File: config.mk
export PLATFORM = sky130hd
export DESIGN_NAME = can_bit_timing
export DESIGN_NICKNAME = d
export VERILOG_FILES = /design/src/hw/can_timing_pkg.sv /design/src/hw/can_bit_timing.sv
export SDC_FILE = /design/constraint.sdc
export NUM_CORES = 1
export LEC_CHECK = 0
export BUFFER_PORTS_ARGS = -buffer_cell sky130_fd_sc_hd__buf_4
export CAP_MARGIN = 10
export CELL_PAD_IN_SITES_DETAIL_PLACEMENT = 1
export CELL_PAD_IN_SITES_GLOBAL_PLACEMENT = 2
export CORE_MARGIN = 3
export CORE_UTILIZATION = 34
export DETAILED_ROUTE_END_ITERATION = 16
export PLACE_DENSITY = 0.78
export SETUP_SLACK_MARGIN = 0.02
export SYNTH_ARGS = -nofsm -noshare
export SYNTH_HDL_FRONTEND = slang
export SYNTH_SLANG_ARGS = --single-unit
File: constraint.sdc
create_clock -name hclk -period 4.4 [get_ports hclk]
set_input_delay 0.44 -clock hclk [delete_from_list [all_inputs] [get_ports hclk]]
set_output_delay 0.44 -clock hclk [all_outputs]
set_load 0.02 [all_outputs]
File: src/hw/can_timing_pkg.sv
// Constants, register map and types shared by the CAN bit-timing block.
//
// How it works
// - One time quantum lasts two times (prescaler plus one) clock periods.
// - Each bit is sync, propagation, phase one and phase two, whole quanta each.
// - Sync segment is exactly one quantum; edges are expected inside it.
// - Propagation segment is programmable from one to eight quanta.
// - Phase segment one is one to eight quanta, lengthened on resync.
// - Phase segment two is two to eight quanta, shortened on resync.
// - Triple sample off: one sample between phase segments one and two.
// - Triple sample on: two more samples half a quantum apart, majority vote.
// - Bit level needs two quanta after sampling, so phase two is at least two.
// - Only recessive-to-dominant edges synchronise; rising edges are ignored.
// - Hard sync restarts the bit counter at the sync segment.
// - Edges outside sync segment resynchronise by adjusting the phase segments.
// - Any resync adjustment is limited to the jump width, one to four quanta.
// - While arbitrating, each sampled bit is compared with the transmitted bit.
// - Start of frame is reported only if the level taken at the sample point is dominant (the majority vote with triple sample on).
package can_timing_pkg;

  // Register byte offsets on the AHB-Lite slave.
  localparam logic [7:0] OFF_TIMING_CONFIG_ONE = 8'h00;
  localparam logic [7:0] OFF_TIMING_CONFIG_TWO = 8'h04;
  localparam logic [7:0] OFF_TIMING_CONFIG_THREE = 8'h08;
  localparam logic [7:0] OFF_CONTROL = 8'h0c;
  localparam logic [7:0] OFF_STATUS = 8'h10;

  // Field positions.
  localparam int CFG1_PRESCALER_LSB = 0;
  localparam int CFG1_JUMP_LSB = 6;
  localparam int CFG2_PROP_LSB = 0;
  localparam int CFG2_PH1_LSB = 3;
  localparam int CFG2_TRIPLE_BIT = 6;
  localparam int CFG3_PH2_LSB = 0;
  localparam int CONTROL_ENABLE_BIT = 0;

  // Values after reset.
  localparam logic [7:0] CFG1_RESET = 8'h00;
  localparam logic [7:0] CFG2_RESET = 8'h00;
  localparam logic [7:0] CFG3_RESET = 8'h01;
  localparam logic CONTROL_ENABLE_RESET = 1'b0;

  // Counts.
  localparam logic [3:0] SYNC_QUANTA = 4'h1;
  localparam logic [3:0] BIT_RESOLVE_QUANTA = 4'h2;
  localparam logic [3:0] IDLE_RECESSIVE_BITS = 4'hb;

  typedef enum logic [1:0] {
    SEG_SYNC = 2'b00,
    SEG_PROP = 2'b01,
    SEG_PH1 = 2'b10,
    SEG_PH2 = 2'b11
  } segment_e;

  // Fields hold the programmed value minus one, except the prescaler.
  typedef struct packed {
    logic [5:0] quantum_prescaler;
    logic [1:0] jump_width;
    logic [2:0] propagation_segment;
    logic [2:0] phase_segment_one;
    logic [2:0] phase_segment_two;
    logic triple_sample_select;
  } timing_s;

endpackage

File: src/hw/can_bit_timing.sv
// CAN bit-timing engine with AHB-Lite register access.
`timescale 1ns/1ns
`default_nettype none
module can_bit_timing (
  // Clock and reset
  input wire logic hclk,
  input wire logic hresetn,
  // AHB-Lite slave
  input wire logic hsel,
  input wire logic [31:0] haddr,
  input wire logic [1:0] htrans,
  input wire logic hwrite,
  input wire logic [2:0] hsize,
  input wire logic [31:0] hwdata,
  input wire logic hready,
  output logic [31:0] hrdata,
  output logic hreadyout,
  output logic hresp,
  // CAN link side
  input wire logic rx_level,
  input wire logic tx_level,
  input wire logic arbitrating,
  output logic sample_strobe,
  output logic rx_bit,
  output logic sof_pulse,
  output logic bit_mismatch,
  output logic bus_idle
);

  can_timing_pkg::timing_s cfg;
  logic enable;
  logic dp_valid;
  logic dp_write;
  logic [7:0] dp_addr;
  logic [7:0] sof_count;
  logic [6:0] q_cnt;
  logic [3:0] tq_in_seg;
  can_timing_pkg::segment_e seg;
  logic [2:0] ph1_ext;
  logic [2:0] ph2_cut;
  logic resync_done;
  logic sof_pending;
  logic [3:0] recessive_run;
  logic rx_prev;
  logic tq_rx;
  logic half_rx;
  logic tq_end;
  logic half_point;
  logic edge_fall;
  logic hard_sync;
  logic late_edge;
  logic early_edge;
  logic early_restart;
  logic restart;
  logic seg_done;
  logic sample_point;
  logic voted;
  logic [3:0] jump_len;
  logic [3:0] ph2_len;
  logic [3:0] seg_limit;
  logic [4:0] late_err;
  logic [3:0] early_err;
  logic [31:0] read_value;
  // Register bus: zero wait states, always OKAY.
  always_ff @(posedge hclk or negedge hresetn) begin
    if (!hresetn) begin
      dp_valid <= 1'b0;
      dp_write <= 1'b0;
      dp_addr <= 8'h00;
    end else begin
      dp_valid <= hsel && hready && htrans[1] && (hsize == 3'h2);
      dp_write <= hwrite;
      dp_addr <= haddr[7:0];
    end
  end

  always_ff @(posedge hclk or negedge hresetn) begin
    if (!hresetn) begin
      hreadyout <= 1'b0;
      hresp <= 1'b0;
    end else begin
      hreadyout <= 1'b1;
      hresp <= 1'b0;
    end
  end

  always_comb begin
    read_value = 32'h00000000;
    case (haddr[7:0])
      can_timing_pkg::OFF_TIMING_CONFIG_ONE: begin
        read_value[7:0] = {cfg.jump_width, cfg.quantum_prescaler};
      end
      can_timing_pkg::OFF_TIMING_CONFIG_TWO: begin
        read_value[7:0] = {1'b0, cfg.triple_sample_select, cfg.phase_segment_one,
                           cfg.propagation_segment};
      end
      can_timing_pkg::OFF_TIMING_CONFIG_THREE: begin
        read_value[7:0] = {5'h00, cfg.phase_segment_two};
      end
      can_timing_pkg::OFF_CONTROL: begin
        read_value[0] = enable;
      end
      can_timing_pkg::OFF_STATUS: begin
        read_value[15:0] = {sof_count, 3'h0, sof_pending, seg, bus_idle, rx_bit};
      end
      default: begin
        read_value = 32'h00000000;
      end
    endcase
  end

  always_ff @(posedge hclk or negedge hresetn) begin
    if (!hresetn) begin
      hrdata <= 32'h00000000;
    end else if (hsel && hready && htrans[1] && !hwrite) begin
      hrdata <= read_value;
    end
  end
  // Timing fields should only be changed while the engine is disabled.
  always_ff @(posedge hclk or negedge hresetn) begin
    if (!hresetn) begin
      cfg <= {can_timing_pkg::CFG1_RESET[5:0], can_timing_pkg::CFG1_RESET[7:6],
              can_timing_pkg::CFG2_RESET[2:0], can_timing_pkg::CFG2_RESET[5:3],
              can_timing_pkg::CFG3_RESET[2:0], can_timing_pkg::CFG2_RESET[6]};
      enable <= can_timing_pkg::CONTROL_ENABLE_RESET;
    end else if (dp_valid && dp_write) begin
      case (dp_addr)
        can_timing_pkg::OFF_TIMING_CONFIG_ONE: begin
          cfg.quantum_prescaler <= hwdata[can_timing_pkg::CFG1_PRESCALER_LSB +: 6];
          cfg.jump_width <= hwdata[can_timing_pkg::CFG1_JUMP_LSB +: 2];
        end
        can_timing_pkg::OFF_TIMING_CONFIG_TWO: begin
          cfg.propagation_segment <= hwdata[can_timing_pkg::CFG2_PROP_LSB +: 3];
          cfg.phase_segment_one <= hwdata[can_timing_pkg::CFG2_PH1_LSB +: 3];
          cfg.triple_sample_select <= hwdata[can_timing_pkg::CFG2_TRIPLE_BIT];
        end
        can_timing_pkg::OFF_TIMING_CONFIG_THREE: begin
          cfg.phase_segment_two <= hwdata[can_timing_pkg::CFG3_PH2_LSB +: 3];
        end
        can_timing_pkg::OFF_CONTROL: begin
          enable <= hwdata[can_timing_pkg::CONTROL_ENABLE_BIT];
        end
        default: begin
        end
      endcase
    end
  end
  // Quantum timing and segment lengths.
  assign tq_end = (q_cnt == {cfg.quantum_prescaler, 1'b1});
  assign half_point = (q_cnt == {1'b0, cfg.quantum_prescaler});
  assign jump_len = {2'b00, cfg.jump_width} + 4'h1;
  // A programmed value below the resolve time is raised to it.
  assign ph2_len = ({1'b0, cfg.phase_segment_two} + 4'h1 < can_timing_pkg::BIT_RESOLVE_QUANTA) ?
                   can_timing_pkg::BIT_RESOLVE_QUANTA :
                   {1'b0, cfg.phase_segment_two} + 4'h1;

  always_comb begin
    case (seg)
      can_timing_pkg::SEG_SYNC: seg_limit = can_timing_pkg::SYNC_QUANTA;
      can_timing_pkg::SEG_PROP: seg_limit = {1'b0, cfg.propagation_segment} + 4'h1;
      can_timing_pkg::SEG_PH1: begin
        seg_limit = {1'b0, cfg.phase_segment_one} + 4'h1 + {1'b0, ph1_ext};
      end
      can_timing_pkg::SEG_PH2: seg_limit = ph2_len - {1'b0, ph2_cut};
      default: seg_limit = can_timing_pkg::SYNC_QUANTA;
    endcase
  end

  assign seg_done = tq_end && (tq_in_seg + 4'h1 >= seg_limit);
  assign sample_point = seg_done && (seg == can_timing_pkg::SEG_PH1);
  // Synchronisation edges.
  assign edge_fall = rx_prev && !rx_level;
  assign hard_sync = enable && edge_fall && bus_idle && !sof_pending;
  assign late_edge = enable && edge_fall && !bus_idle && !resync_done &&
                     (seg == can_timing_pkg::SEG_PROP || seg == can_timing_pkg::SEG_PH1);
  assign early_edge = enable && edge_fall && !bus_idle && !resync_done &&
                      (seg == can_timing_pkg::SEG_PH2);
  assign late_err = (seg == can_timing_pkg::SEG_PROP) ? {1'b0, tq_in_seg} + 5'h01 :
                    {2'b00, cfg.propagation_segment} + {1'b0, tq_in_seg} + 5'h02;
  assign early_err = ph2_len - tq_in_seg;
  // An early edge within the jump width simply starts the next bit at the edge.
  assign early_restart = early_edge && (early_err <= jump_len);
  assign restart = hard_sync || early_restart;

  assign voted = cfg.triple_sample_select ?
                 ((tq_rx & half_rx) | (tq_rx & rx_level) | (half_rx & rx_level)) :
                 rx_level;

  always_ff @(posedge hclk or negedge hresetn) begin
    if (!hresetn) begin
      rx_prev <= 1'b1;
      tq_rx <= 1'b1;
      half_rx <= 1'b1;
    end else begin
      rx_prev <= enable ? rx_level : 1'b1;
      if (tq_end) begin
        tq_rx <= rx_level;
      end
      if (half_point) begin
        half_rx <= rx_level;
      end
    end
  end

  always_ff @(posedge hclk or negedge hresetn) begin
    if (!hresetn) begin
      q_cnt <= 7'h00;
    end else if (!enable || restart || tq_end) begin
      q_cnt <= 7'h00;
    end else begin
      q_cnt <= q_cnt + 7'h01;
    end
  end

  always_ff @(posedge hclk or negedge hresetn) begin
    if (!hresetn) begin
      seg <= can_timing_pkg::SEG_SYNC;
      tq_in_seg <= 4'h0;
    end else if (!enable || restart) begin
      seg <= can_timing_pkg::SEG_SYNC;
      tq_in_seg <= 4'h0;
    end else if (seg_done) begin
      tq_in_seg <= 4'h0;
      case (seg)
        can_timing_pkg::SEG_SYNC: seg <= can_timing_pkg::SEG_PROP;
        can_timing_pkg::SEG_PROP: seg <= can_timing_pkg::SEG_PH1;
        can_timing_pkg::SEG_PH1: seg <= can_timing_pkg::SEG_PH2;
        default: seg <= can_timing_pkg::SEG_SYNC;
      endcase
    end else if (tq_end) begin
      tq_in_seg <= tq_in_seg + 4'h1;
    end
  end

  // Phase adjustments live for one bit and are dropped at the next sync segment.
  always_ff @(posedge hclk or negedge hresetn) begin
    if (!hresetn) begin
      ph1_ext <= 3'h0;
      ph2_cut <= 3'h0;
    end else if (!enable || restart || (seg_done && seg == can_timing_pkg::SEG_PH2)) begin
      ph1_ext <= 3'h0;
      ph2_cut <= 3'h0;
    end else if (late_edge) begin
      ph1_ext <= (late_err < {1'b0, jump_len}) ? late_err[2:0] : jump_len[2:0];
    end else if (early_edge) begin
      ph2_cut <= jump_len[2:0];
    end
  end

  // One synchronisation per bit, re-armed at the sample point.
  always_ff @(posedge hclk or negedge hresetn) begin
    if (!hresetn) begin
      resync_done <= 1'b0;
    end else if (!enable || sample_point) begin
      resync_done <= 1'b0;
    end else if (hard_sync || late_edge || early_edge) begin
      resync_done <= 1'b1;
    end
  end

  // Idle detection and start-of-frame glitch filtering.
  always_ff @(posedge hclk or negedge hresetn) begin
    if (!hresetn) begin
      bus_idle <= 1'b0;
      recessive_run <= 4'h0;
      sof_pending <= 1'b0;
      sof_pulse <= 1'b0;
      sof_count <= 8'h00;
    end else begin
      sof_pulse <= 1'b0;
      if (!enable) begin
        bus_idle <= 1'b0;
        recessive_run <= 4'h0;
        sof_pending <= 1'b0;
      end else if (hard_sync) begin
        sof_pending <= 1'b1;
      end else if (sample_point) begin
        if (sof_pending) begin
          sof_pending <= 1'b0;
          if (!voted) begin
            sof_pulse <= 1'b1;
            sof_count <= sof_count + 8'h01;
            bus_idle <= 1'b0;
            recessive_run <= 4'h0;
          end
        end else if (voted) begin
          if (recessive_run + 4'h1 >= can_timing_pkg::IDLE_RECESSIVE_BITS) begin
            bus_idle <= 1'b1;
          end else begin
            recessive_run <= recessive_run + 4'h1;
          end
        end else begin
          recessive_run <= 4'h0;
        end
      end
    end
  end

  // Sampled bit and arbitration compare.
  always_ff @(posedge hclk or negedge hresetn) begin
    if (!hresetn) begin
      sample_strobe <= 1'b0;
      rx_bit <= 1'b1;
      bit_mismatch <= 1'b0;
    end else begin
      sample_strobe <= sample_point && enable;
      bit_mismatch <= sample_point && enable && arbitrating && (voted != tx_level);
      if (sample_point && enable) begin
        rx_bit <= voted;
      end
    end
  end
endmodule
`default_nettype wire

==> results.py <==
metrics = {
    "status": {
        "status": "complete, no violations",
    },
    "logic_synthesis": {
        "ys_seq_area_frac": 0.435,
        "syn_area_um2": 5020,
        "synth_edf_count": 0,
        "yosys_register_bits": 87,
        "yosys.cell_types.count": 66,
        "netlist_instances": 464,
        "synthArstFlopShare": 1.00,
        "postSynthAreaPerCell_um2": 10.8,
        "ys_warn_count": 0,
        "synth_flop_cell": "dfrtp_1",
    },
    "floorplan": {
        "core_area_um2": 14100,
        "start_util": 0.355,
        "die_x_um": 128,
        "num_io_pins": 116,
        "dieHeight_um": 128,
        "rows": 43,
        "die_area_um2": 16300,
    },
    "timing": {
        "final-setup-viol-count": 0,
        "skew_ns": 0.00744,
        "fmax_mhz": 257,
        "timing.final.crit_period_ns": 3.89,
        "worst_pin_slew_ns": 0.690,
        "hold_violations": 0,
        "period_share": 0.885,
        "finalWorstSetupSlack_ns": 0.506,
        "rsz0062_at_grt": "false",
        "setup_tns_ns": 0,
        "finalMaxSlewViolations": 0,
        "slew_headroom": 0.536,
    },
    "critical_path": {
        "rrSetupSlack_ns": 0.51,
        "cp_data_required_time_ns": 4.63,
        "critPathCaptureType": "flip-flop",
        "r2r_end": "sof_count[1]",
        "worstPathArrival_ns": 4.12,
        "worstRegToRegCells": 17,
        "start_kind": "flip-flop",
        "critPathMaxFanout": 6,
        "r2r_start": "cfg[1]",
        "critPathKind": "reg -> reg",
    },
    "routing": {
        "ant_nets": 0,
        "dr.pass1.iters": 4,
        "detailedRoute.firstIterationViolations": 121,
        "remaining_drc_errors": 0,
        "vias": 3613,
        "wl_per_cell_um": 18.1,
        "wirelength_um": 12700,
        "vias_per_cell": 5.15,
    },
    "clock_network": {
        "htreeDepth": 3,
        "cts_resized": 0,
        "clk_pin_slew_ns": 0.07,
        "clk_latency_ns": 0.35,
        "clock-sinks": 87,
        "post_cts_buffers": 0,
        "cts_max_path_buffers": 2,
        "cts_buffers": 9,
        "cts_tree": "yes",
        "cts_root_buffer": "clkbuf_16",
        "cts_hold_buffers": 0,
    },
    "global_route": {
        "antenna_found_initial": 0,
        "grt-ovfl-total": 0,
        "grt_max_degree": 51,
        "grt_pass1_vias": 3913,
        "grtUsageTotal": 0.165,
        "grt_pass1_wl_um": 20800,
    },
    "power_and_ir_drop": {
        "ir_drop_v": 0.000203,
        "p_per_area_nw_per_um2": 320,
        "total_power_mw": 1.87,
        "p_leak_nw": 2.80,
    },
    "layout": {
        "area_growth_pct": 16.5,
        "num-nets-final": 634,
        "final_area_um2": 5850,
        "multi_input_area_um2": 2620,
        "seqCellArea_um2": 2180,
        "drive_above_1_share": 0.219,
        "fillCellCount": 1575,
        "antennaDiodeCount": 0,
    },
    "placement": {
        "hpwl_um": 9850,
        "pre_cts_slack_ns": 0.495,
        "place.gp.congestion": 0.814,
        "portBuffers": 49,
        "place_area_um2": 5520,
    },
    "hold_path": {
        "min_path_type": "in -> async",
    },
    "run": {
        "cap_violations": 0,
    },
}
stage by stage:
| step | instances | util | hold slack, ns |
|---|---|---|---|
| after floorplan | 480 | - | 0.144 |
| after global placement | 685 | 0.390 | 0.456 |
| after detailed placement | 685 | 0.390 | 0.464 |
| after CTS | 701 | 0.413 | 0.134 |
| after global routing | 701 | 0.413 | 0.165 |
| final | 701 | 0.413 | 0.118 |
report_power, final:
part / total, mW / internal (mW) / switching [mW]
registers: 0.842 / 0.823 / 0.0192
logic: 0.187 / 0.0735 / 0.114
clock network: 0.840 / 0.513 / 0.327
total: 1.87 / 1.41 / 0.460
metal layers:
| metal | global-route usage | routed length [um] | up-vias |
|---|---|---|---|
| li1 | - | - | 1717 |
| met1 | 0.212 | 5740 | 1813 |
| met2 | 0.267 | 6080 | 62 |
| met3 | 0.0314 | 489 | 21 |
| met4 | 0.0776 | 342 | 0 |
| met5 | 0 | 0 | - |
sequential cells by signal, indices dropped and copies added, names as in the netlist, 2 cells and up:
signal,cells
cfg,18
hrdata,16
dp_addr,8
sof_count,8
q_cnt,7
recessive_run,4
tq_in_seg,4
ph1_ext,3
ph2_cut,3
seg,2
worst max-delay path by stage:
stage | from | to | slack, ns | cells past startpoint
final | cfg[1] | sof_count[1] | 0.51 | 17
after global routing | cfg[1] | sof_count[3] | 0.15 | 18
after CTS | cfg[1] | sof_count[1] | 0.46 | 17
after detailed placement | cfg[1] | sof_count[1] | 0.49 | 17
after global placement | cfg[1] | sof_count[1] | 0.55 | 17
after floorplan | cfg[1] | sof_count[1] | 1.00 | 17
placed cells by master (no fill, tap or decap), types with 10 or more instances in the layout:
| master | synthesis | routed |
|---|---|---|
| xor2_1 | 15 | 15 |
| dfrtp_1 | 82 | 82 |
| nand2_1 | 34 | 34 |
| mux2_2 | 25 | 25 |
| conb_1 | 2 | 18 |
| mux2i_1 | 10 | 10 |
| a21oi_1 | 11 | 11 |
| ha_1 | 37 | 37 |
| a22o_1 | 16 | 16 |
| nand3_1 | 10 | 10 |
| nor2_1 | 20 | 20 |
| inv_1 | 29 | 29 |
| xnor2_1 | 19 | 19 |
| o21ai_0 | 16 | 16 |
| buf_4 | 17 | 51 |
worst max-delay path, cell delays in order, from the launching register on:
cell,delay [ns]
dfstp_2,0.58
ha_1,0.17
xnor2_1,0.14
inv_1,0.11
o21bai_1,0.21
ha_1,0.24
inv_1,0.05
a21o_1,0.17
a21oi_1,0.17
xnor2_1,0.14
nand2_1,0.07
a31o_2,0.27
ha_1,0.27
o21ai_0,0.07
nand2b_1,0.09
nand2_1,0.19
nor4_4,0.46
mux2_1,0.37
cells in the mapped netlist (all sizes together), types with 3 or more instances:
| library cell | n | area share |
|---|---|---|
| dfrtp | 82 | 0.41 |
| ha | 37 | 0.092 |
| nand2 | 34 | 0.025 |
| inv | 29 | 0.022 |
| mux2 | 26 | 0.058 |
| nor2 | 21 | 0.016 |
| buf | 19 | 0.027 |
| xnor2 | 19 | 0.033 |
| o21ai | 17 | 0.017 |
| a22o | 16 | 0.028 |
| xor2 | 15 | 0.026 |
| a21oi | 11 | 0.011 |
| mux2i | 10 | 0.020 |
| nand3 | 10 | 0.010 |
| nor3 | 9 | 0.012 |
| nand4 | 8 | 0.010 |
| clkbuf | 7 | 0.0055 |
| nand2b | 7 | 0.0087 |
| and2 | 6 | 0.0075 |
| nor2b | 6 | 0.0075 |
| a21o | 5 | 0.0075 |
| dfstp | 5 | 0.026 |
| nor4 | 5 | 0.012 |
| or2 | 5 | 0.0062 |
| fa | 4 | 0.016 |
| nand3b | 4 | 0.0060 |
| a31o | 3 | 0.0052 |
| and3 | 3 | 0.0037 |
| nor3b | 3 | 0.0067 |
| or3 | 3 | 0.0037 |
| or4 | 3 | 0.0052 |
cells by family after synthesis:
group | synth area share
other | 0.00150
buffers and inverters | 0.0546
AND/OR/NAND/NOR | 0.148
flip-flops | 0.435
AO/OA/AOI/OAI | 0.111
multiplexers | 0.0827
adder cells (fa/ha/maj) | 0.108
XOR/XNOR | 0.0593
final cells by class:
class / count / area share
inverter: 29 / 0.0186
multi-input combinational: 338 / 0.449
sequential: 87 / 0.373
clock buffer: 11 / 0.0415
timing repair buffer: 51 / 0.0655
tap: 180 / 0.0385
clock inverter: 5 / 0.0139
No activity file was read; power rests on OpenSTA's default activity.
